**src/rtl/cmd_channel_cfg.svh**
```systemverilog
// Offsets, field positions and reset values of the command channel block
`ifndef CMD_CHANNEL_CFG_SVH
`define CMD_CHANNEL_CFG_SVH
`define EXT_CTRL_ADDR        16'h2138
`define EXT_CTRL_RESET       16'h0000
`define EXT_BIT_FACTORY      0
`define EXT_BIT_STORE        1
`define EXT_BIT_RESTORE      2
`define EXT_BIT_EXT_ERROR    3
`define EXT_BIT_REVERSE      12
`define EXT_BIT_LOCK         13
`define EXT_BIT_NO_CHECK     15
`define EXT_WRITABLE_MASK    16'hB00F
`define STAT_BIT_CHECK       1
`define MAP_FREE             5'h1F
`endif

```
**src/rtl/cmd_channel_pkg.sv**
```systemverilog
// Types of the command channel block
package cmd_channel_pkg;
  typedef enum logic [0:0] {
    CH_TERMINAL = 1'b0,
    CH_FIELDBUS = 1'b1
  } channel_t;
endpackage

```
**src/rtl/command_channel_and_ext_control.sv**
```systemverilog
// Command channel switching, virtual input routing and extended control word
`include "cmd_channel_cfg.svh"

module command_channel_and_ext_control #(
  parameter int N_FUNC = 4,
  parameter int N_TERM = 4
) (
  input  wire logic                      i_ref_clk,
  input  wire logic                      i_reset,
  input  wire logic                      i_io_profile,
  input  wire logic                      i_three_wire,
  input  wire logic                      i_switch_from_word,
  input  wire logic [3:0]                i_switch_index,
  input  wire logic [15:0]               i_fieldbus_word,
  input  wire logic [N_TERM-1:0]         i_terminal_in,
  input  wire logic                      i_map_wr,
  input  wire logic [$clog2(N_FUNC)-1:0] i_map_func,
  input  wire logic [4:0]                i_map_bit,
  input  wire logic                      i_reg_wr,
  input  wire logic                      i_reg_rd,
  input  wire logic [15:0]               i_reg_addr,
  input  wire logic [15:0]               i_reg_wdata,
  input  wire logic                      i_motor_powered,
  input  wire logic                      i_motor_stopped,
  input  wire logic                      i_nvm_ack,
  input  wire logic                      i_check_busy,
  output logic [15:0]                    o_reg_rdata,
  output logic                           o_map_refused,
  output logic [N_FUNC-1:0]              o_func_active,
  output logic [N_TERM-1:0]              o_terminal_free,
  output logic                           o_fieldbus_active,
  output logic                           o_ignore_wire_scheme,
  output logic                           o_run,
  output logic                           o_save_req,
  output logic                           o_factory_req,
  output logic                           o_restore_req,
  output logic                           o_ext_error,
  output logic                           o_check_enable,
  output logic                           o_device_lock,
  output logic [15:0]                    o_status
);

  if (N_FUNC < 2 || N_FUNC > 16 || ((N_FUNC & (N_FUNC - 1)) != 0)
      || N_TERM < 1 || N_TERM > 4) begin : g_bad_param
    $error("Unsupported N_FUNC or N_TERM");
  end

  // ----------------------------------------------------------------
  // Channel selection
  // ----------------------------------------------------------------
  cmd_channel_pkg::channel_t chan_ff;
  cmd_channel_pkg::channel_t nxt_chan;
  logic                      switch_level;
  logic                      run_src;

  always_comb begin
    if (i_switch_from_word) begin
      switch_level = i_fieldbus_word[i_switch_index];
    end else begin
      switch_level = i_terminal_in[i_switch_index[1:0] % N_TERM];
    end
    nxt_chan = switch_level ? cmd_channel_pkg::CH_FIELDBUS : cmd_channel_pkg::CH_TERMINAL;
  end

  always_ff @(posedge i_ref_clk) begin
    if (i_reset) begin
      chan_ff <= cmd_channel_pkg::CH_TERMINAL;
    end else begin
      chan_ff <= nxt_chan;
    end
  end

  assign o_fieldbus_active = (chan_ff == cmd_channel_pkg::CH_FIELDBUS);
  assign o_ignore_wire_scheme = i_io_profile && o_fieldbus_active;

  // Run level: fieldbus bit 0 acts at once with no edge needed
  always_comb begin
    if (o_fieldbus_active) begin
      run_src = i_fieldbus_word[0];
    end else begin
      run_src = i_terminal_in[0] && !(i_three_wire && !i_io_profile);
    end
  end
  assign o_run = run_src;

  // ----------------------------------------------------------------
  // Function to virtual bit map
  // ----------------------------------------------------------------
  logic [4:0]  map_ff     [N_FUNC];
  logic [4:0]  nxt_map    [N_FUNC];
  logic [15:0] used_bits;
  logic        refused;

  always_comb begin
    used_bits = 16'h0000;
    for (int f = 0; f < N_FUNC; f++) begin
      if (map_ff[f] != `MAP_FREE) begin
        used_bits[map_ff[f][3:0]] = 1'b1;
      end
    end
    if (i_switch_from_word) begin
      used_bits[i_switch_index] = 1'b1;
    end
    refused = i_map_wr && (i_map_bit != `MAP_FREE) && used_bits[i_map_bit[3:0]]
              && (map_ff[i_map_func] != i_map_bit);
    for (int f = 0; f < N_FUNC; f++) begin
      nxt_map[f] = map_ff[f];
    end
    if (i_map_wr && !refused) begin
      nxt_map[i_map_func] = i_map_bit;
    end
  end

  always_ff @(posedge i_ref_clk) begin
    if (i_reset) begin
      for (int f = 0; f < N_FUNC; f++) begin
        map_ff[f] <= `MAP_FREE;
      end
      o_map_refused <= 1'b0;
    end else begin
      map_ff        <= nxt_map;
      o_map_refused <= refused;
    end
  end

  genvar g;
  generate
    for (g = 0; g < N_TERM; g++) begin : g_term
      assign o_terminal_free[g] = !used_bits[g];
    end
    for (g = 0; g < N_FUNC; g++) begin : g_func
      logic [3:0] pos;
      assign pos = map_ff[g][3:0];
      always_comb begin
        if (map_ff[g] == `MAP_FREE) begin
          o_func_active[g] = 1'b0;
        end else if (o_fieldbus_active) begin
          o_func_active[g] = i_fieldbus_word[pos];
        end else if (pos < N_TERM) begin
          o_func_active[g] = i_terminal_in[pos[1:0] % N_TERM];
        end else begin
          o_func_active[g] = 1'b0;
        end
      end
    end
  endgenerate

  // ----------------------------------------------------------------
  // Extended control word
  // ----------------------------------------------------------------
  logic [15:0] ext_ff;
  logic [15:0] nxt_ext;
  logic [3:0]  req_ff;
  logic [3:0]  nxt_req;
  logic [15:0] wr_val;
  logic        ext_wr;

  // Writes only land in working storage; saving waits for the store bit
  always_comb begin
    ext_wr  = i_reg_wr && (i_reg_addr == `EXT_CTRL_ADDR);
    wr_val  = i_reg_wdata & `EXT_WRITABLE_MASK;
    nxt_ext = ext_ff;
    nxt_req = req_ff;
    if (ext_wr) begin
      nxt_ext = wr_val;
      if (wr_val[`EXT_BIT_STORE] && !ext_ff[`EXT_BIT_STORE]) begin
        nxt_req[`EXT_BIT_STORE] = 1'b1;
      end
      if (wr_val[`EXT_BIT_FACTORY] && !ext_ff[`EXT_BIT_FACTORY] && !i_motor_powered) begin
        nxt_req[`EXT_BIT_FACTORY] = 1'b1;
      end
      if (wr_val[`EXT_BIT_RESTORE] && !ext_ff[`EXT_BIT_RESTORE] && !i_motor_powered) begin
        nxt_req[`EXT_BIT_RESTORE] = 1'b1;
      end
      if (wr_val[`EXT_BIT_EXT_ERROR] && !ext_ff[`EXT_BIT_EXT_ERROR]) begin
        nxt_req[`EXT_BIT_EXT_ERROR] = 1'b1;
      end
    end
    // Accept with no write in the same cycle clears pending factory, store and restore requests and their self-clearing bits; external error stays
    if (i_nvm_ack && !ext_wr) begin
      for (int b = 0; b < 3; b++) begin
        if (req_ff[b]) begin
          nxt_req[b] = 1'b0;
          nxt_ext[b] = 1'b0;
        end
      end
    end
    if (!ext_ff[`EXT_BIT_EXT_ERROR] || !nxt_ext[`EXT_BIT_EXT_ERROR]) begin
      nxt_req[`EXT_BIT_EXT_ERROR] = nxt_req[`EXT_BIT_EXT_ERROR] && nxt_ext[`EXT_BIT_EXT_ERROR];
    end
  end

  always_ff @(posedge i_ref_clk) begin
    if (i_reset) begin
      ext_ff <= `EXT_CTRL_RESET;
      req_ff <= 4'h0;
    end else begin
      ext_ff <= nxt_ext;
      req_ff <= nxt_req;
    end
  end

  assign o_save_req     = req_ff[`EXT_BIT_STORE];
  assign o_factory_req  = req_ff[`EXT_BIT_FACTORY];
  assign o_restore_req  = req_ff[`EXT_BIT_RESTORE];
  assign o_ext_error    = req_ff[`EXT_BIT_EXT_ERROR];
  assign o_check_enable = !ext_ff[`EXT_BIT_NO_CHECK];
  assign o_device_lock  = i_motor_stopped
                          && (ext_ff[`EXT_BIT_NO_CHECK] || ext_ff[`EXT_BIT_LOCK]);

  // ----------------------------------------------------------------
  // Status and read port
  // ----------------------------------------------------------------
  logic [15:0] rdata_ff;
  logic [15:0] nxt_rdata;

  always_comb begin
    o_status = 16'h0000;
    o_status[0] = |req_ff[2:0];
    o_status[`STAT_BIT_CHECK] = o_check_enable && i_check_busy;
    nxt_rdata = rdata_ff;
    if (i_reg_rd) begin
      nxt_rdata = (i_reg_addr == `EXT_CTRL_ADDR) ? ext_ff : 16'h0000;
    end
  end

  always_ff @(posedge i_ref_clk) begin
    if (i_reset) begin
      rdata_ff <= 16'h0000;
    end else begin
      rdata_ff <= nxt_rdata;
    end
  end
  assign o_reg_rdata = rdata_ff;

  // ----------------------------------------------------------------
  // Checks
  // ----------------------------------------------------------------
  a_store_edge_req: assert property (@(posedge i_ref_clk) disable iff (i_reset)
    (ext_wr && wr_val[1] && !ext_ff[1]) |=> o_save_req)
    else $error("Store edge did not raise save request");
  a_store_self_clear: assert property (@(posedge i_ref_clk) disable iff (i_reset)
    (o_save_req && i_nvm_ack && !ext_wr) |=> (!o_save_req && !ext_ff[1]))
    else $error("Store bit not cleared on accept");
  a_restore_powered: assert property (@(posedge i_ref_clk) disable iff (i_reset)
    (ext_wr && i_motor_powered && !o_restore_req) |=> !o_restore_req)
    else $error("Restore accepted while powered");
  a_ext_err_edge: assert property (@(posedge i_ref_clk) disable iff (i_reset)
    (ext_wr && wr_val[3] && !ext_ff[3]) |=> o_ext_error)
    else $error("External error edge missed");
  a_lock_nocheck: assert property (@(posedge i_ref_clk) disable iff (i_reset)
    (ext_ff[15] && i_motor_stopped) |-> (o_device_lock && !o_check_enable))
    else $error("Check disable did not lock");
  a_status_check: assert property (@(posedge i_ref_clk) disable iff (i_reset)
    o_status[1] == (!ext_ff[15] && i_check_busy))
    else $error("Check status bit wrong");
  a_map_refuse: assert property (@(posedge i_ref_clk) disable iff (i_reset)
    refused |-> (nxt_map[i_map_func] == map_ff[i_map_func]) ##1 o_map_refused)
    else $error("Used position not refused");
  a_fb_run: assert property (@(posedge i_ref_clk) disable iff (i_reset)
    ($rose(o_fieldbus_active) && i_fieldbus_word[0]) |-> o_run)
    else $error("Run not started on switch");
  a_ignore_wire: assert property (@(posedge i_ref_clk) disable iff (i_reset)
    (i_io_profile && nxt_chan == cmd_channel_pkg::CH_FIELDBUS) |=> o_ignore_wire_scheme)
    else $error("Wire scheme not ignored");

endmodule

```
**config.mk**
```make
export PLATFORM = sky130hd
export DESIGN_NAME = command_channel_and_ext_control
export DESIGN_NICKNAME = d
export VERILOG_FILES = /design/src/rtl/cmd_channel_pkg.sv /design/src/rtl/command_channel_and_ext_control.sv
export VERILOG_INCLUDE_DIRS = /design/src /design/src/rtl
export SDC_FILE = /design/constraint.sdc
export NUM_CORES = 1
export LEC_CHECK = 0
export BUFFER_PORTS_ARGS = -buffer_cell sky130_fd_sc_hd__buf_4
export CAP_MARGIN = 20
export CORE_AREA = 8 8 92 94
export DETAILED_ROUTE_END_ITERATION = 10
export DIE_AREA = 0 0 100 102
export GPL_ROUTABILITY_DRIVEN = 0
export PLACE_DENSITY = 0.85
export SLEW_MARGIN = 20
export SYNTH_ARGS = -nofsm -noshare
export SYNTH_HDL_FRONTEND = slang
export SYNTH_SLANG_ARGS = --single-unit
```
**constraint.sdc**
```tcl
create_clock -name i_ref_clk -period 7.6 [get_ports i_ref_clk]
set_input_delay 2.28 -clock i_ref_clk [delete_from_list [all_inputs] [get_ports i_ref_clk]]
set_output_delay 2.28 -clock i_ref_clk [all_outputs]
set_load 0.02 [all_outputs]
```
; After elaboration in Yosys (flattened, before gate mapping)
; Cells that the tools add are included.
[word_totals]
ramBits = 0
latch_bits = 0
memories = 0
inputBits = 75
elab_cells = 164
romBits = 0
ff_bits = 49
out_inout_bits = 50
[classes]
muxes = 74
n_bitwise = 5
reduce_logical = 42
div_mod_pow = 0
magnitude_cmp = 22
mul = 0
shift = 0
n_eq_ne = 11
addsub = 0
[ops]
columns = op, count
row1 = $mux W16, 6
row2 = $or A16 B16 Y16, 4
row3 = $mux W1, 42
row4 = $lt A4 B5 Y1 const B, 6
row5 = $ne A5 B5 Y1 const B, 5
row6 = $bmux W1 S4, 6
row7 = $logic_and A1 B1 Y1, 24
row8 = $bwmux W20, 1
row9 = $demux W1 S4, 5
row10 = $eq A5 B5 Y1 const B, 4
row11 = $ge A4 B1 Y1 const B, 5
row12 = $eq A16 B14 Y1 const B, 1
row13 = $lt A4 B3 Y1 const B, 4
row14 = $logic_not A1 Y1, 15
row15 = $lt A2 B3 Y1 const B, 5
row16 = $mux W5, 3
row17 = $bmux W1 S2, 5
row18 = $bmux W5 S2, 1
row19 = $demux W5 S2, 1
row20 = $mux W4, 2
row21 = $mux W3, 2
row22 = $ne A5 B5 Y1, 1
row23 = $ge A3 B3 Y1 const B, 1
row24 = $lt A3 B1 Y1 const B, 1
row25 = other kinds (3), 4

; Depth between registers and ports, before layout
[depth]
ltp_word = 19
mapped_depth = 11
ltp_nobuf = 8

; Least setup slack after synthesis
; Ideal clock, no wire load.
[synth_path]
path_type = in2out
startpoint = input i_fieldbus_word[15]
endpoint = output o_func_active[0]
path_buffers = 0
arrival_ps = 3482
required_ps = 5320
stages = 4
setup_slack_ps = 1838
path_cell_list = mux4_2 -> mux4_2 -> a22oi_1 -> a21oi_1
[synth_between]
elab_chain_cells = 4
[synth_rtl]
columns = item, line
row1 = "start, declared", command_channel_and_ext_control.sv:14  ; input wire logic [15:0] i_fieldbus_word,
row2 = $bmux W1 S4, command_channel_and_ext_control.sv:138  ; o_func_active[g] = i_fieldbus_word[pos];
row3 = $mux W1 (implied by the code), command_channel_and_ext_control.sv:138
row4 = $mux W1, command_channel_and_ext_control.sv:137  ; end else if (o_fieldbus_active) begin
row5 = $mux W1, command_channel_and_ext_control.sv:135  ; if (map_ff[g] == `MAP_FREE) begin
row6 = "end, declared", command_channel_and_ext_control.sv:29  ; output logic [N_FUNC-1:0] o_func_active,
; No other way between the ends. The select of a mux whose other input is x is not followed.

; Worst setup path in the final report
[layout_path]
startpoint = input i_fieldbus_word[11]
endpoint = output o_func_active[0]
; Same word-level chain as after synthesis.

==> run metrics <==
switching share of power about a third; Tmin final 6.07 ns; share of flip-flops with an asynchronous set or reset 0%; R2R setup slack 4.31 ns; EDFF count, synth 0; Hold Slack 0.472 ns; CP endpoint kind primary output; CP arrival 3.79 ns; routed vias/inst roughly 6.6; Setup Fix Bufs, Post-CTS 0; Hold WC Path Type flip-flop to flip-flop; TNS Setup 0 ns; RSZ-0062 raised after global routing false; post-layout instance area between 0.004 and 0.005 sq mm; GR Util met1 26.8%; final slew viol count 0; register share of total power between 40% and 50%; Pre-Repair DR Iteration Count 7; ant diodes 0; Synth Flop Type dfxtp_1; PD cells roughly 130 mW/mm^2; Synthesis Warnings 0; outcome complete, no violations; placed instance area 0.00432 sq mm; combinational share of power 26.1%; class of the most critical setup path primary input to primary output; GRT Overall Usage between 20% and 30%; share of layout cells above drive strength 1 29.7%; Starting Density 53.5%; vias in the first global route around 4000; Pint 387 uW; Rel. slew slack 40.3%; GR Util met3 8.04%; DR DRC count 0; Initial DRC Count approximately 400; Mapped Cells 435; CP Launch Type primary input; Unique masters post-synth 55; Power, Total 568 uW; Psw 180 uW; H-tree depth 2; Num Clock Sinks 40; M2 GR Usage 39.9%; fmax 0.165 GHz; maximum buffer depth of the clock tree 2; average size of a mapped cell 8.69 sq um; share of power burned in the clock network ~33%; initial antenna violation count 0; IO Count about 130; Core Area approximately 0.007 sq mm; dpl hpwl 8830 um; Clk Tree Root Cell clkbuf_8; FILL cells slightly above 600; Synth Cell Area roughly 0.0038 sq mm; largest net degree at the start of global routing 46; final wirelength 12400 um; Finish-stage setup viols 0; Chip Height 102 um; cts repair resizes 0; first-pass GRT wire length 19500 um; Final #Nets roughly 570; Worst-Margin Slew 0.894 ns; final cycle utilization of the critical path 79.9%; drt wl/cell 20.8 um; flip-flop and latch count after synthesis 40; Clock Latency Late Sink between 0.3 and 0.4 ns; Antenna Violating Nets Remaining 0; Worst VDD drop 0.000103 V; Hold Violations, Final 0; CTS tree yes; Pleak between 0.0015 and 0.002 uW; CTS Buf Count 5; hold_buf cts 0; maxcap violations 0; port buffer count 92; GRT overflow 0; GR peak layer met2; sequential share of the synthesized area 21.2%; row count 31; Area Overhead vs Synth 17.3%; crit path max fanout 5; Reg clk slew, reported paths about 0.08 ns; die width 100 um; via count 3926; required time of the critical path 5.32 ns; clock skew around 0.0068 ns; post-layout util 62.8%; die area 0.0102 sq mm
power groups by stage:
| stage | logic (uW) | clock network, uW | registers (uW) |
|---|---|---|---|
| final | 148 | 185 | 235 |
| after detailed placement | 145 | 0 | 238 |
| after global placement | 140 | 0 | 238 |
| after global routing | 158 | 194 | 235 |
| after floorplan | 114 | 0 | 223 |
| after CTS | 146 | 185 | 234 |
flip-flops by register name (all words and copies together), names as in the netlist:
register and flops:
o_map_refused 1, o_reg_rdata 7, map_ff 4, req_ff 4
o_fieldbus_active 1, g_func.pos 16, ext_ff 7
metal layers:
| metal | vias to the layer above | wire length (um) |
|---|---|---|
| li1 | 1698 | - |
| met1 | 1846 | 4510 |
| met2 | 303 | 5860 |
| met3 | 79 | 1460 |
| met4 | 0 | 523 |
| met5 | - | 0 |
cell families after synthesis:
logic type | Yosys count | share of synthesized area, %
DFF | 40 | 21.2
xor gates and xnor gates | 5 | 1.16
and+or+nand+nor | 202 | 29.4
muxes | 60 | 26.5
buffers and inverters | 67 | 10.2
AOI/OAI and AO/OA | 60 | 11.4
other | 1 | 0.0992
per-stage QoR:
stage,setup slack (ns),instances
4_1_cts,1.54,594
3_3_place_gp,1.54,586
5_1_grt,1.52,594
6_report,1.53,594
2_1_floorplan,1.84,457
3_5_place_dp,1.54,586
worst max-delay path, stage by stage:
cell     delay [ns]
buf_4          0.13
mux4_2         0.48
mux4_2         0.47
a22oi_1        0.20
a21oi_1        0.06
buf_4          0.16
final timing paths:
| check | startpoint | to | cells after the start |
|---|---|---|---|
| max | i_fieldbus_word[11] | o_func_active[0] | 6 |
| min | ext_ff[12] | ext_ff[12] | 2 |
| max reg2reg | g_func[0].pos[0] | g_func[0].pos[0] | 8 |
| min reg2reg | ext_ff[12] | ext_ff[12] | 2 |
area by class of cell:
type / count / area, sq um / share of cell area (%)
Clock buffer: 5 / 68.8 / 1.55
Clock inverter: 3 / 46.3 / 1.04
Inverter: 3 / 11.3 / 0.254
Multi-Input combinational cell: 350 / 2670 / 60.4
Sequential cell: 40 / 801 / 18.1
Tap cell: 99 / 124 / 2.80
Timing Repair Buffer: 94 / 706 / 15.9
synth_stat cells (9+ instances only):
master    count  share of area, %
a21oi_1      20               2.6
buf_2        17               2.3
buf_4        24               4.8
clkbuf_1     18               1.8
dfxtp_1      40                21
mux2i_1      28               7.4
mux4_2       32                19
nand2_1      32               3.2
nand2b_1     21               3.5
nand3_1      12               1.6
nor2_1       45               4.5
nor2b_1       9               1.5
nor3_1       28               3.7
o22ai_1       9               1.5
cell usage in the layout, fill, tap and decap left out, types with 12 or more instances in the layout:
| master | instances |
|---|---|
| dfxtp_1 | 40 |
| buf_4 | 94 |
| nand2_1 | 32 |
| nor3_1 | 28 |
| a21oi_1 | 20 |
| nand3_1 | 12 |
| mux2i_1 | 28 |
| nand2b_1 | 21 |
| mux4_2 | 32 |
| nor2_1 | 45 |
| conb_1 | 23 |
(Power assumes the default switching activity.)
